[config.mk]
export PLATFORM = sky130hd
export DESIGN_NAME = awt_trigger
export DESIGN_NICKNAME = d
export VERILOG_FILES = /design/src/rtl/awt_pkg.sv /design/src/rtl/awt_trigger.sv
export SDC_FILE = /design/constraint.sdc
export NUM_CORES = 1
export LEC_CHECK = 0
export BUFFER_PORTS_ARGS = -buffer_cell sky130_fd_sc_hd__buf_2
export CORE_MARGIN = 5
export CORE_UTILIZATION = 50
export CTS_CLUSTER_SIZE = 30
export DETAILED_ROUTE_END_ITERATION = 12
export PLACE_DENSITY = 0.75
export SLEW_MARGIN = 0
export SYNTH_ARGS = -nofsm -noshare
export SYNTH_HDL_FRONTEND = slang
export SYNTH_SLANG_ARGS = --single-unit
[constraint.sdc]
create_clock -name core_clk_in -period 12.8 [get_ports core_clk_in]
set_clock_uncertainty 0.1 [all_clocks]
set_input_delay 2.56 -clock core_clk_in [delete_from_list [all_inputs] [get_ports core_clk_in]]
set_output_delay 2.56 -clock core_clk_in [all_outputs]
set_load 0.1 [all_outputs]
[src/rtl/awt_pkg.sv]
// shared types and constants for the analog window/drop/period trigger
package awt_pkg;

    // sample and setting widths
    localparam int SMP_W    = 16;
    localparam int PER_W    = 16;
    localparam int FILT_W   = 24;
    localparam int TENTHS_W = 7;
    localparam int IDX_W    = 32;

    // filter width in tenths of a division: 1 = 0.1 div, 100 = 10.0 div
    localparam logic [TENTHS_W-1:0] FILT_TENTHS_OFF = 7'h00;
    localparam logic [TENTHS_W-1:0] FILT_TENTHS_MAX = 7'h64;

    // timing
    localparam longint CLK_HZ      = 20_000_000;
    localparam longint REC_FILT_MS = 10;
    localparam longint MAINS_LO_HZ = 50;
    localparam longint MAINS_HI_HZ = 60;
    localparam int REC_FILT_CYC  = int'((REC_FILT_MS * CLK_HZ) / 1000);
    localparam int HALF_LO_CYC   = int'(CLK_HZ / (2 * MAINS_LO_HZ));
    localparam int HALF_HI_CYC   = int'(CLK_HZ / (2 * MAINS_HI_HZ));

    // 1/sqrt(2) as a Q15 fraction
    localparam logic [15:0] INV_SQRT2_Q15 = 16'h5a82;
    localparam int          Q15_SHIFT     = 15;

    // detection kinds
    typedef enum logic [4:0] {
        AWT_MODE_OFF     = 5'h01,
        AWT_MODE_WIN_IN  = 5'h02,
        AWT_MODE_WIN_OUT = 5'h04,
        AWT_MODE_VDROP   = 5'h08,
        AWT_MODE_PERIOD  = 5'h10
    } awt_mode_e;

    // acquisition functions
    typedef enum logic [3:0] {
        AWT_FN_MEMORY    = 4'h1,
        AWT_FN_CHART_REC = 4'h2,  // chart_recording_function
        AWT_FN_COMBINED  = 4'h4,  // combined_capture_function
        AWT_FN_SPECTRUM  = 4'h8   // spectrum_function
    } awt_func_e;

    // static configuration, held steady while armed
    typedef struct packed {
        awt_mode_e                  mode;
        awt_func_e                  func;
        logic signed [SMP_W-1:0]    win_upper;
        logic signed [SMP_W-1:0]    win_lower;
        logic [TENTHS_W-1:0]        filt_tenths;
        logic                       rec_filt_on;
        logic [PER_W-1:0]           tenth_div_cycles;
        logic [SMP_W-1:0]           drop_level;
        logic                       mains_60;
        logic                       drop_range_ok;
        logic signed [SMP_W-1:0]    per_ref;
        logic                       per_rising;
        logic [PER_W-1:0]           per_lower;
        logic [PER_W-1:0]           per_upper;
        logic                       link_and;
    } awt_cfg_s;

    // one sample from the front end
    typedef struct packed {
        logic                    valid;
        logic signed [SMP_W-1:0] data;
    } awt_smp_s;

endpackage

[src/rtl/awt_trigger.sv]
// window, voltage-drop and period trigger detector for one analog channel
// How it works
// - window-in fires when a sample moves from outside the band to inside
// - window-out fires when a sample moves from inside the band to outside
// - memory, combined, spectrum: filter off or 0.1 to 10.0 divisions
// - chart recording: filter only on or off, fixed at 10 ms
// - with filter on, condition must hold the whole width before firing
// - voltage drop fires when the mains peak falls below the level
// - one magnitude level serves positive and negative peaks alike
// - mains frequency is selectable as 50 Hz or 60 Hz
// - voltage drop only works when the time or frequency range allows it
// - rms equivalent of the drop level is peak over root two
// - period mode fires when crossing interval leaves the set range
// - period boundaries are rising or falling reference crossings
// - early crossing places trigger position at that crossing
// - missing crossing places trigger position where upper limit expires
// - period mode has no filter; every crossing in the chosen direction counts
// - OR: any source fires; AND: all sources satisfied together
`timescale 1ns/1ps
module awt_trigger
    import awt_pkg::*;
#(
    parameter int REC_FILT_CYCLES = REC_FILT_CYC,
    parameter int HALF_50_CYCLES  = HALF_LO_CYC,
    parameter int HALF_60_CYCLES  = HALF_HI_CYC
) (
    input  wire logic              core_clk_in,
    input  wire logic              reset_in,
    input  wire logic              ce_in,
    input  wire awt_cfg_s          cfg_in,
    input  wire awt_smp_s          smp_in,
    input  wire logic              other_met_in,
    input  wire logic              other_evt_in,
    output logic                   trig_out,
    output logic [IDX_W-1:0]       trig_pos_out,
    output logic [SMP_W-1:0]       drop_rms_out
);

    // ---------------- sample bookkeeping ----------------
    logic [IDX_W-1:0]        idx_q;
    logic                    seen_q;
    logic signed [SMP_W-1:0] prev_q;
    logic                    take;
    logic [IDX_W-1:0]        idx_now;

    assign take    = ce_in & smp_in.valid;
    // events between samples point at the last sample taken
    assign idx_now = smp_in.valid ? idx_q : idx_q - 32'h1;

    always_ff @(posedge core_clk_in) begin
        if (reset_in) begin
            idx_q  <= '0;
            seen_q <= 1'b0;
            prev_q <= '0;
        end else if (take) begin
            idx_q  <= idx_q + 32'h1;
            seen_q <= 1'b1;
            prev_q <= smp_in.data;
        end
    end

    // ---------------- window detector ----------------
    logic inside_now;
    logic want_in;
    logic win_mode;
    logic cond_now;
    logic cond_q;
    logic win_edge;
    // an inverted band is never inside, which is harmless but useless
    assign inside_now = (smp_in.data >= cfg_in.win_lower) &&
                        (smp_in.data <= cfg_in.win_upper);
    assign want_in    = (cfg_in.mode == AWT_MODE_WIN_IN);
    assign win_mode   = want_in | (cfg_in.mode == AWT_MODE_WIN_OUT);
    assign cond_now   = want_in ? inside_now : ~inside_now;
    assign win_edge   = take & seen_q & win_mode & cond_now & ~cond_q;

    always_ff @(posedge core_clk_in) begin
        if (reset_in) begin
            cond_q <= 1'b0;
        end else if (take) begin
            cond_q <= cond_now;
        end
    end

    // filter width in clock cycles, zero means off
    logic [TENTHS_W-1:0] tenths_lim;
    logic [FILT_W-1:0]   filt_div_w;
    logic [FILT_W-1:0]   filt_w;
    logic                is_chart;
    assign is_chart   = (cfg_in.func == AWT_FN_CHART_REC);
    assign tenths_lim = (cfg_in.filt_tenths > FILT_TENTHS_MAX) ?
                        FILT_TENTHS_MAX : cfg_in.filt_tenths;
    assign filt_div_w = FILT_W'(tenths_lim * cfg_in.tenth_div_cycles);
    assign filt_w     = is_chart ?
                        (cfg_in.rec_filt_on ? FILT_W'(REC_FILT_CYCLES)
                                            : '0)
                        : filt_div_w;

    // qualify the condition for the full width before firing
    logic              filt_busy_q;
    logic [FILT_W-1:0] filt_cnt_q;
    logic              cond_hold;
    logic              filt_done;
    logic              win_evt;
    logic              filt_on;
    assign filt_on   = (filt_w != '0);
    assign cond_hold = smp_in.valid ? cond_now : cond_q;
    assign filt_done = filt_busy_q & cond_hold &
                       (filt_cnt_q + 24'h1 >= filt_w);
    assign win_evt   = filt_on ? (ce_in & filt_done) : win_edge;

    always_ff @(posedge core_clk_in) begin
        if (reset_in) begin
            filt_busy_q <= 1'b0;
            filt_cnt_q  <= '0;
        end else if (ce_in) begin
            if (win_edge && filt_on) begin
                filt_busy_q <= 1'b1;
                filt_cnt_q  <= '0;
            end else if (filt_busy_q && (!cond_hold || filt_done)) begin
                filt_busy_q <= 1'b0;
            end else if (filt_busy_q) begin
                filt_cnt_q  <= filt_cnt_q + 24'h1;
            end
        end
    end

    // ---------------- voltage-drop detector ----------------
    logic [SMP_W:0]    mag;
    logic [SMP_W:0]    peak_q;
    logic [FILT_W-1:0] half_cnt_q;
    logic [FILT_W-1:0] half_len;
    logic              half_end;
    logic              drop_mode;
    logic              drop_evt;
    // magnitude folds both polarities onto one level
    assign mag       = smp_in.data[SMP_W-1] ?
                       (SMP_W+1)'(-smp_in.data) :
                       {1'b0, smp_in.data};
    assign half_len  = cfg_in.mains_60 ? FILT_W'(HALF_60_CYCLES)
                                       : FILT_W'(HALF_50_CYCLES);
    assign half_end  = (half_cnt_q + 24'h1 >= half_len);
    assign drop_mode = (cfg_in.mode == AWT_MODE_VDROP) &
                       cfg_in.drop_range_ok;
    assign drop_evt  = ce_in & drop_mode & half_end & seen_q &
                       (peak_q < {1'b0, cfg_in.drop_level});

    // a half mains period always holds one crest of either sign
    always_ff @(posedge core_clk_in) begin
        if (reset_in) begin
            half_cnt_q <= '0;
            peak_q     <= '0;
        end else if (ce_in) begin
            if (half_end) begin
                half_cnt_q <= '0;
                peak_q     <= take ? mag : '0;
            end else begin
                half_cnt_q <= half_cnt_q + 24'h1;
                if (take && mag > peak_q) begin
                    peak_q <= mag;
                end
            end
        end
    end

    // rms equivalent for display
    logic [31:0] rms_prod;
    assign rms_prod = cfg_in.drop_level * INV_SQRT2_Q15;

    always_ff @(posedge core_clk_in) begin
        if (reset_in) begin
            drop_rms_out <= '0;
        end else if (ce_in) begin
            drop_rms_out <= rms_prod[Q15_SHIFT +: SMP_W];
        end
    end

    // ---------------- period detector ----------------
    logic             per_mode;
    logic             xing;
    logic             per_armed_q;
    logic             per_exp_q;
    logic [PER_W-1:0] per_cnt_q;
    logic [PER_W-1:0] interval;
    logic             per_early;
    logic             per_late;
    logic             per_evt;

    assign per_mode  = (cfg_in.mode == AWT_MODE_PERIOD);
    // no filtering: any crossing in the chosen direction counts
    assign xing      = take & seen_q & per_mode & (cfg_in.per_rising ?
                       (prev_q < cfg_in.per_ref &&
                        smp_in.data >= cfg_in.per_ref) :
                       (prev_q > cfg_in.per_ref &&
                        smp_in.data <= cfg_in.per_ref));
    assign interval  = (per_cnt_q == '1) ? per_cnt_q
                                         : per_cnt_q + 16'h1;
    assign per_early = xing & per_armed_q &
                       (interval < cfg_in.per_lower);
    assign per_late  = take & per_mode & ~xing & per_armed_q &
                       ~per_exp_q &
                       (interval == cfg_in.per_upper);
    assign per_evt   = per_early | per_late;

    always_ff @(posedge core_clk_in) begin
        if (reset_in) begin
            per_cnt_q   <= '0;
            per_armed_q <= 1'b0;
            per_exp_q   <= 1'b0;
        end else if (take) begin
            if (xing) begin
                per_cnt_q   <= '0;
                per_armed_q <= 1'b1;
                per_exp_q   <= 1'b0;
            end else begin
                per_cnt_q <= interval;
                if (per_late) begin
                    per_exp_q <= 1'b1;
                end
            end
        end
    end

    // ---------------- source selection and linking ----------------
    logic analog_evt;
    logic fire;

    always_comb begin
        analog_evt = 1'b0;
        unique case (cfg_in.mode)
            AWT_MODE_OFF:     analog_evt = 1'b0;
            AWT_MODE_WIN_IN:  analog_evt = win_evt;
            AWT_MODE_WIN_OUT: analog_evt = win_evt;
            AWT_MODE_VDROP:   analog_evt = drop_evt;
            AWT_MODE_PERIOD:  analog_evt = per_evt;
            default:          analog_evt = 1'b0;
        endcase
    end

    assign fire = cfg_in.link_and ? (analog_evt & other_met_in)
                                  : (analog_evt |
                                     (ce_in & other_evt_in));

    // registered event and its sample position
    always_ff @(posedge core_clk_in) begin
        if (reset_in) begin
            trig_out     <= 1'b0;
            trig_pos_out <= '0;
        end else if (ce_in) begin
            trig_out <= fire;
            if (fire) begin
                trig_pos_out <= idx_now;
            end
        end
    end

    // ---------------- checks ----------------
    property p_win_unfiltered;
        @(posedge core_clk_in) disable iff (reset_in)
        (ce_in && !filt_on && win_edge && !cfg_in.link_and) |=> trig_out;
    endproperty
    a_win_unfiltered: assert property (p_win_unfiltered)
        else $error("window edge without filter did not fire");
    property p_win_needs_change;
        @(posedge core_clk_in) disable iff (reset_in)
        (take && win_mode && cond_q && !filt_on && !other_evt_in) |=>
            !trig_out;
    endproperty
    a_win_needs_change: assert property (p_win_needs_change)
        else $error("window fired without a band transition");
    property p_filter_hold;
        @(posedge core_clk_in) disable iff (reset_in)
        (ce_in && filt_busy_q && !cond_hold) |=> !filt_busy_q;
    endproperty
    a_filter_hold: assert property (p_filter_hold)
        else $error("filter kept running after condition was lost");
    property p_chart_width;
        @(posedge core_clk_in) disable iff (reset_in)
        (is_chart && cfg_in.rec_filt_on) |->
            (filt_w == FILT_W'(REC_FILT_CYCLES));
    endproperty
    a_chart_width: assert property (p_chart_width)
        else $error("chart recording filter width is not fixed");
    property p_div_width_cap;
        @(posedge core_clk_in) disable iff (reset_in)
        !is_chart |-> (tenths_lim <= FILT_TENTHS_MAX);
    endproperty
    a_div_width_cap: assert property (p_div_width_cap)
        else $error("division filter width above 10.0");
    property p_drop_gate;
        @(posedge core_clk_in) disable iff (reset_in)
        !cfg_in.drop_range_ok |-> !drop_evt;
    endproperty
    a_drop_gate: assert property (p_drop_gate)
        else $error("voltage drop fired on an unsupported range");
    property p_drop_level;
        @(posedge core_clk_in) disable iff (reset_in)
        drop_evt |-> (peak_q < {1'b0, cfg_in.drop_level});
    endproperty
    a_drop_level: assert property (p_drop_level)
        else $error("voltage drop fired with peak at or above level");
    property p_rms_value;
        @(posedge core_clk_in) disable iff (reset_in)
        ce_in ##1 $stable(cfg_in.drop_level) |->
            (drop_rms_out == rms_prod[Q15_SHIFT +: SMP_W]);
    endproperty
    a_rms_value: assert property (p_rms_value)
        else $error("rms value does not follow drop level");
    property p_period_restart;
        @(posedge core_clk_in) disable iff (reset_in)
        xing |=> (per_cnt_q == '0) && per_armed_q;
    endproperty
    a_period_restart: assert property (p_period_restart)
        else $error("period count did not restart at crossing");
    property p_early_pos;
        @(posedge core_clk_in) disable iff (reset_in)
        (per_early && per_mode && !cfg_in.link_and) |=>
            trig_out && (trig_pos_out == $past(idx_q));
    endproperty
    a_early_pos: assert property (p_early_pos)
        else $error("early crossing trigger position wrong");
    property p_late_once;
        @(posedge core_clk_in) disable iff (reset_in)
        per_late |=> per_exp_q;
    endproperty
    a_late_once: assert property (p_late_once)
        else $error("period expiry not latched after firing");
    property p_and_link;
        @(posedge core_clk_in) disable iff (reset_in)
        (ce_in && cfg_in.link_and && !other_met_in) |=> !trig_out;
    endproperty
    a_and_link: assert property (p_and_link)
        else $error("AND link fired with other source unmet");
endmodule
==> impl_metrics.toml <==
[grt]
grt-ovfl-total = 0
first_global_vias = 17700
track_usage = 0.233
grt_max_degree = 81
antenna_found_initial = 2
grt_pass1_wl_um = 87000

[critical_path]
reg2regPathDepth = 19
cp-start-kind = "input port"
critPathCaptureType = "flop"
critPathRequiredTime_ns = 13.01
r2r-start = "per_cnt_q[0]$_SDFFE_PP0P_"
r2r_slack_ns = 6.84
cp.arrival_ns = 10.74
r2r_end = "trig_pos_out[8]$_SDFFE_PP0P_"
cp_max_fo = 20
critPathKind = "input port to flop"

[cts]
clk_pin_slew_ns = 0.08
post-cts-setup-buffers = 0
cts-resized-gates = 0
cts_made_buffers = 17
clockBufferDepth = 2
clkLatencyLatePin_ns = 0.45
cts_hold_buf = 0
htree_levels = 4
cts_sinks = 183
cts_tree = "yes"
cts_root_buffer = "clkbuf_16"

[floorplan]
rows = 73
start_util = 0.502
die_area_um2 = 43700
core_area_um2 = 39500
fp.dieH_um = 209
dieWidth_um = 209
io-pin-count = 204

[yosys]
synth.most_common_cell = "ha_1"
yosysTopAreaCell = "dfxtp_1"
synth_top_cell_area_share = 0.185
yosys-top-cells-area = "dfxtp_1, ha_1, fa_1"
synthFlopType = "dfxtp_1"
synth_top_family_by_area = "adder cells"
synth_edf_count = 0
synth-simple-area-share = 0.200
async_flop_share = 0
synth-adder-area-share = 0.292
yosysSeqAreaShare = 0.185
synth_compound_area_frac = 0.162
synth.area.mux_share = 0.00663
synth_cell_type_count = 80
synth_cells = 2431
syn_area_um2 = 19800
syn-num-nets = 2983
ys_ff_latch = 183
synthXorXnorAreaFrac = 0.0800
yosys_warnings = 0
syn_avg_cell_area_um2 = 8.15
netlist_top_cells_count = "ha_1, inv_1, nand2_1, dfxtp_1, nor2_1"

[final_layout]
area_growth_pct = 10.1
seqCellArea_um2 = 3660
multi_input_area_um2 = 14700
fin_cells = 3100
nNetsFinal = 3113
layout-drive-gt1-share = 0.114
nFillCells = 3696

[power]
leakage_uw = 0.0103
total_power_uw = 2830
powerDensity_nw_per_um2 = 130
peakVddDrop_uv = 119

[placement]
portBuffers = 203
numPlacedInstances = 3067
gp_congestion = 0.930
dpl.hpwl_um = 41100

[sta]
min_period_over_period = 0.823
rsz0062_at_grt = "no"
period_minus_slack_ns = 10.54
timing.final.max_slew_violations = 0
worst_pin_slew_ns = 1.25
fmax_mhz = 94.9
finalHoldViolations = 0
setup-violations-final = 0
fin_tns_setup_ns = 0
relSlewSlack = 0.167

[worst_hold_path]
min-delay-start = "filt_cnt_q[23]$_SDFFE_PP0P_"
hp-class = "flop to flop"
min_to = "filt_cnt_q[23]$_SDFFE_PP0P_"
hold_path_depth = 2

[detailed_routing]
wirelength_um = 51600
drt_iter0_drc = 1245
num_vias = 17600
drc = 0
avgViaCountPerCell = 5.69
wl_per_cell_um = 16.6
drtPass1Iterations = 6
ant_nets = 0

[job]
drv_cap = 0

[status]
outcome = "completed"
## area by class of cell
type                    count  area share
flip-flops and latches    183       0.168
repair buffers            217      0.0515
multi-input cells        1864       0.674
inverters                 278      0.0479
well taps                 525      0.0301
clock buffers              17      0.0195
diodes                      1    0.000115
clock inverters            15     0.00895
## routing by layer
layer | vias to the layer above | track usage | share of wire
met5 | - | 0 | 0.00014
met4 | 2 | 0.0529 | 0.016
met3 | 55 | 0.0389 | 0.058
met2 | 487 | 0.386 | 0.46
met1 | 8409 | 0.322 | 0.46
li1 | 8674 | - | -
## worst max-delay path, cell delays in order
cell and delay, ns:
buf_2 0.20, nand2_1 0.41, and2_1 0.45, nand2_1 0.15
fa_1 0.57, fa_1 0.45, fa_1 0.58, inv_1 0.06
fa_1 0.48, ha_1 0.38, a21oi_1 0.24, o21a_1 0.23
a21oi_1 0.13, o211a_1 0.27, and4b_1 0.21, nor3_1 0.25
ha_1 0.29, a21o_1 0.18, a21oi_1 0.20, nand3_1 0.10
o311ai_0 0.33, a21oi_1 0.11, or3_1 0.44, nor4bb_2 1.04
nand2_1 0.15, xor2_1 0.20, nor2_1 0.06
## logic make-up (layout without fill, tap and decap cells)
logic type      Yosys count  count (layout)
compound gates          471             471
xor+xnor                181             181
fa+ha+maj               397             397
buf+inv                 384             527
flops                   183             183
mux                      13              13
other cells               1               2
simple gates            801             801
## flip-flops by register name, indices dropped and copies added, names as in the netlist, 16 cells and up
name          count
prev_q           16
peak_q           17
idx_q            32
per_cnt_q        16
drop_rms_out     16
half_cnt_q       24
trig_pos_out     32
filt_cnt_q       24
## worst max-delay path by stage
stage | cells past startpoint | to | start
2_1_floorplan | 28 | filt_cnt_q[13]$_SDFFE_PP0P_ | cfg_in[88]
3_3_place_gp | 27 | filt_cnt_q[13]$_SDFFE_PP0P_ | cfg_in[89]
3_5_place_dp | 27 | filt_cnt_q[13]$_SDFFE_PP0P_ | cfg_in[91]
4_1_cts | 28 | filt_cnt_q[2]$_SDFFE_PP0P_ | cfg_in[89]
5_1_grt | 28 | filt_cnt_q[13]$_SDFFE_PP0P_ | cfg_in[90]
6_report | 27 | filt_cnt_q[9]$_SDFFE_PP0P_ | cfg_in[91]
## cells in the final DEF, fill, tap and decap left out, types with 14 or more instances in the layout
cell type / instances
nand3_1: 93
nor2b_1: 21
inv_1: 278
buf_2: 202
or3_1: 19
nor4_1: 21
o21a_1: 24
fa_1: 110
a31oi_1: 14
buf_4: 15
nand4_1: 47
a211oi_2: 27
o21ai_0: 93
clkbuf_16: 17
and2_1: 49
a21o_1: 33
nand2b_1: 21
xor2_1: 72
and3_1: 58
nand2_1: 242
ha_1: 287
nor2_1: 151
nor3_1: 35
a21oi_1: 146
dfxtp_1: 183
xnor2_1: 109
## per-stage QoR
step | worst slack, ns | hold WS (ns) | util | area [µm²]
global placement | 2.09 | 0.340 | 0.537 | 21200
detailed placement | 1.90 | 0.352 | 0.537 | 21200
floorplan | 3.03 | 0.322 | - | 19800
global route | 1.67 | 0.394 | 0.553 | 21800
CTS | 2.31 | 0.365 | 0.553 | 21800
finish | 2.26 | 0.365 | 0.553 | 21800
## where the power goes
group	total, µW	switching (µW)	internal (µW)
clock network	554	285	268
registers	613	16.4	596
logic	1660	991	674
total	2830	1290	1540
No activity file was read; power rests on OpenSTA's default activity.
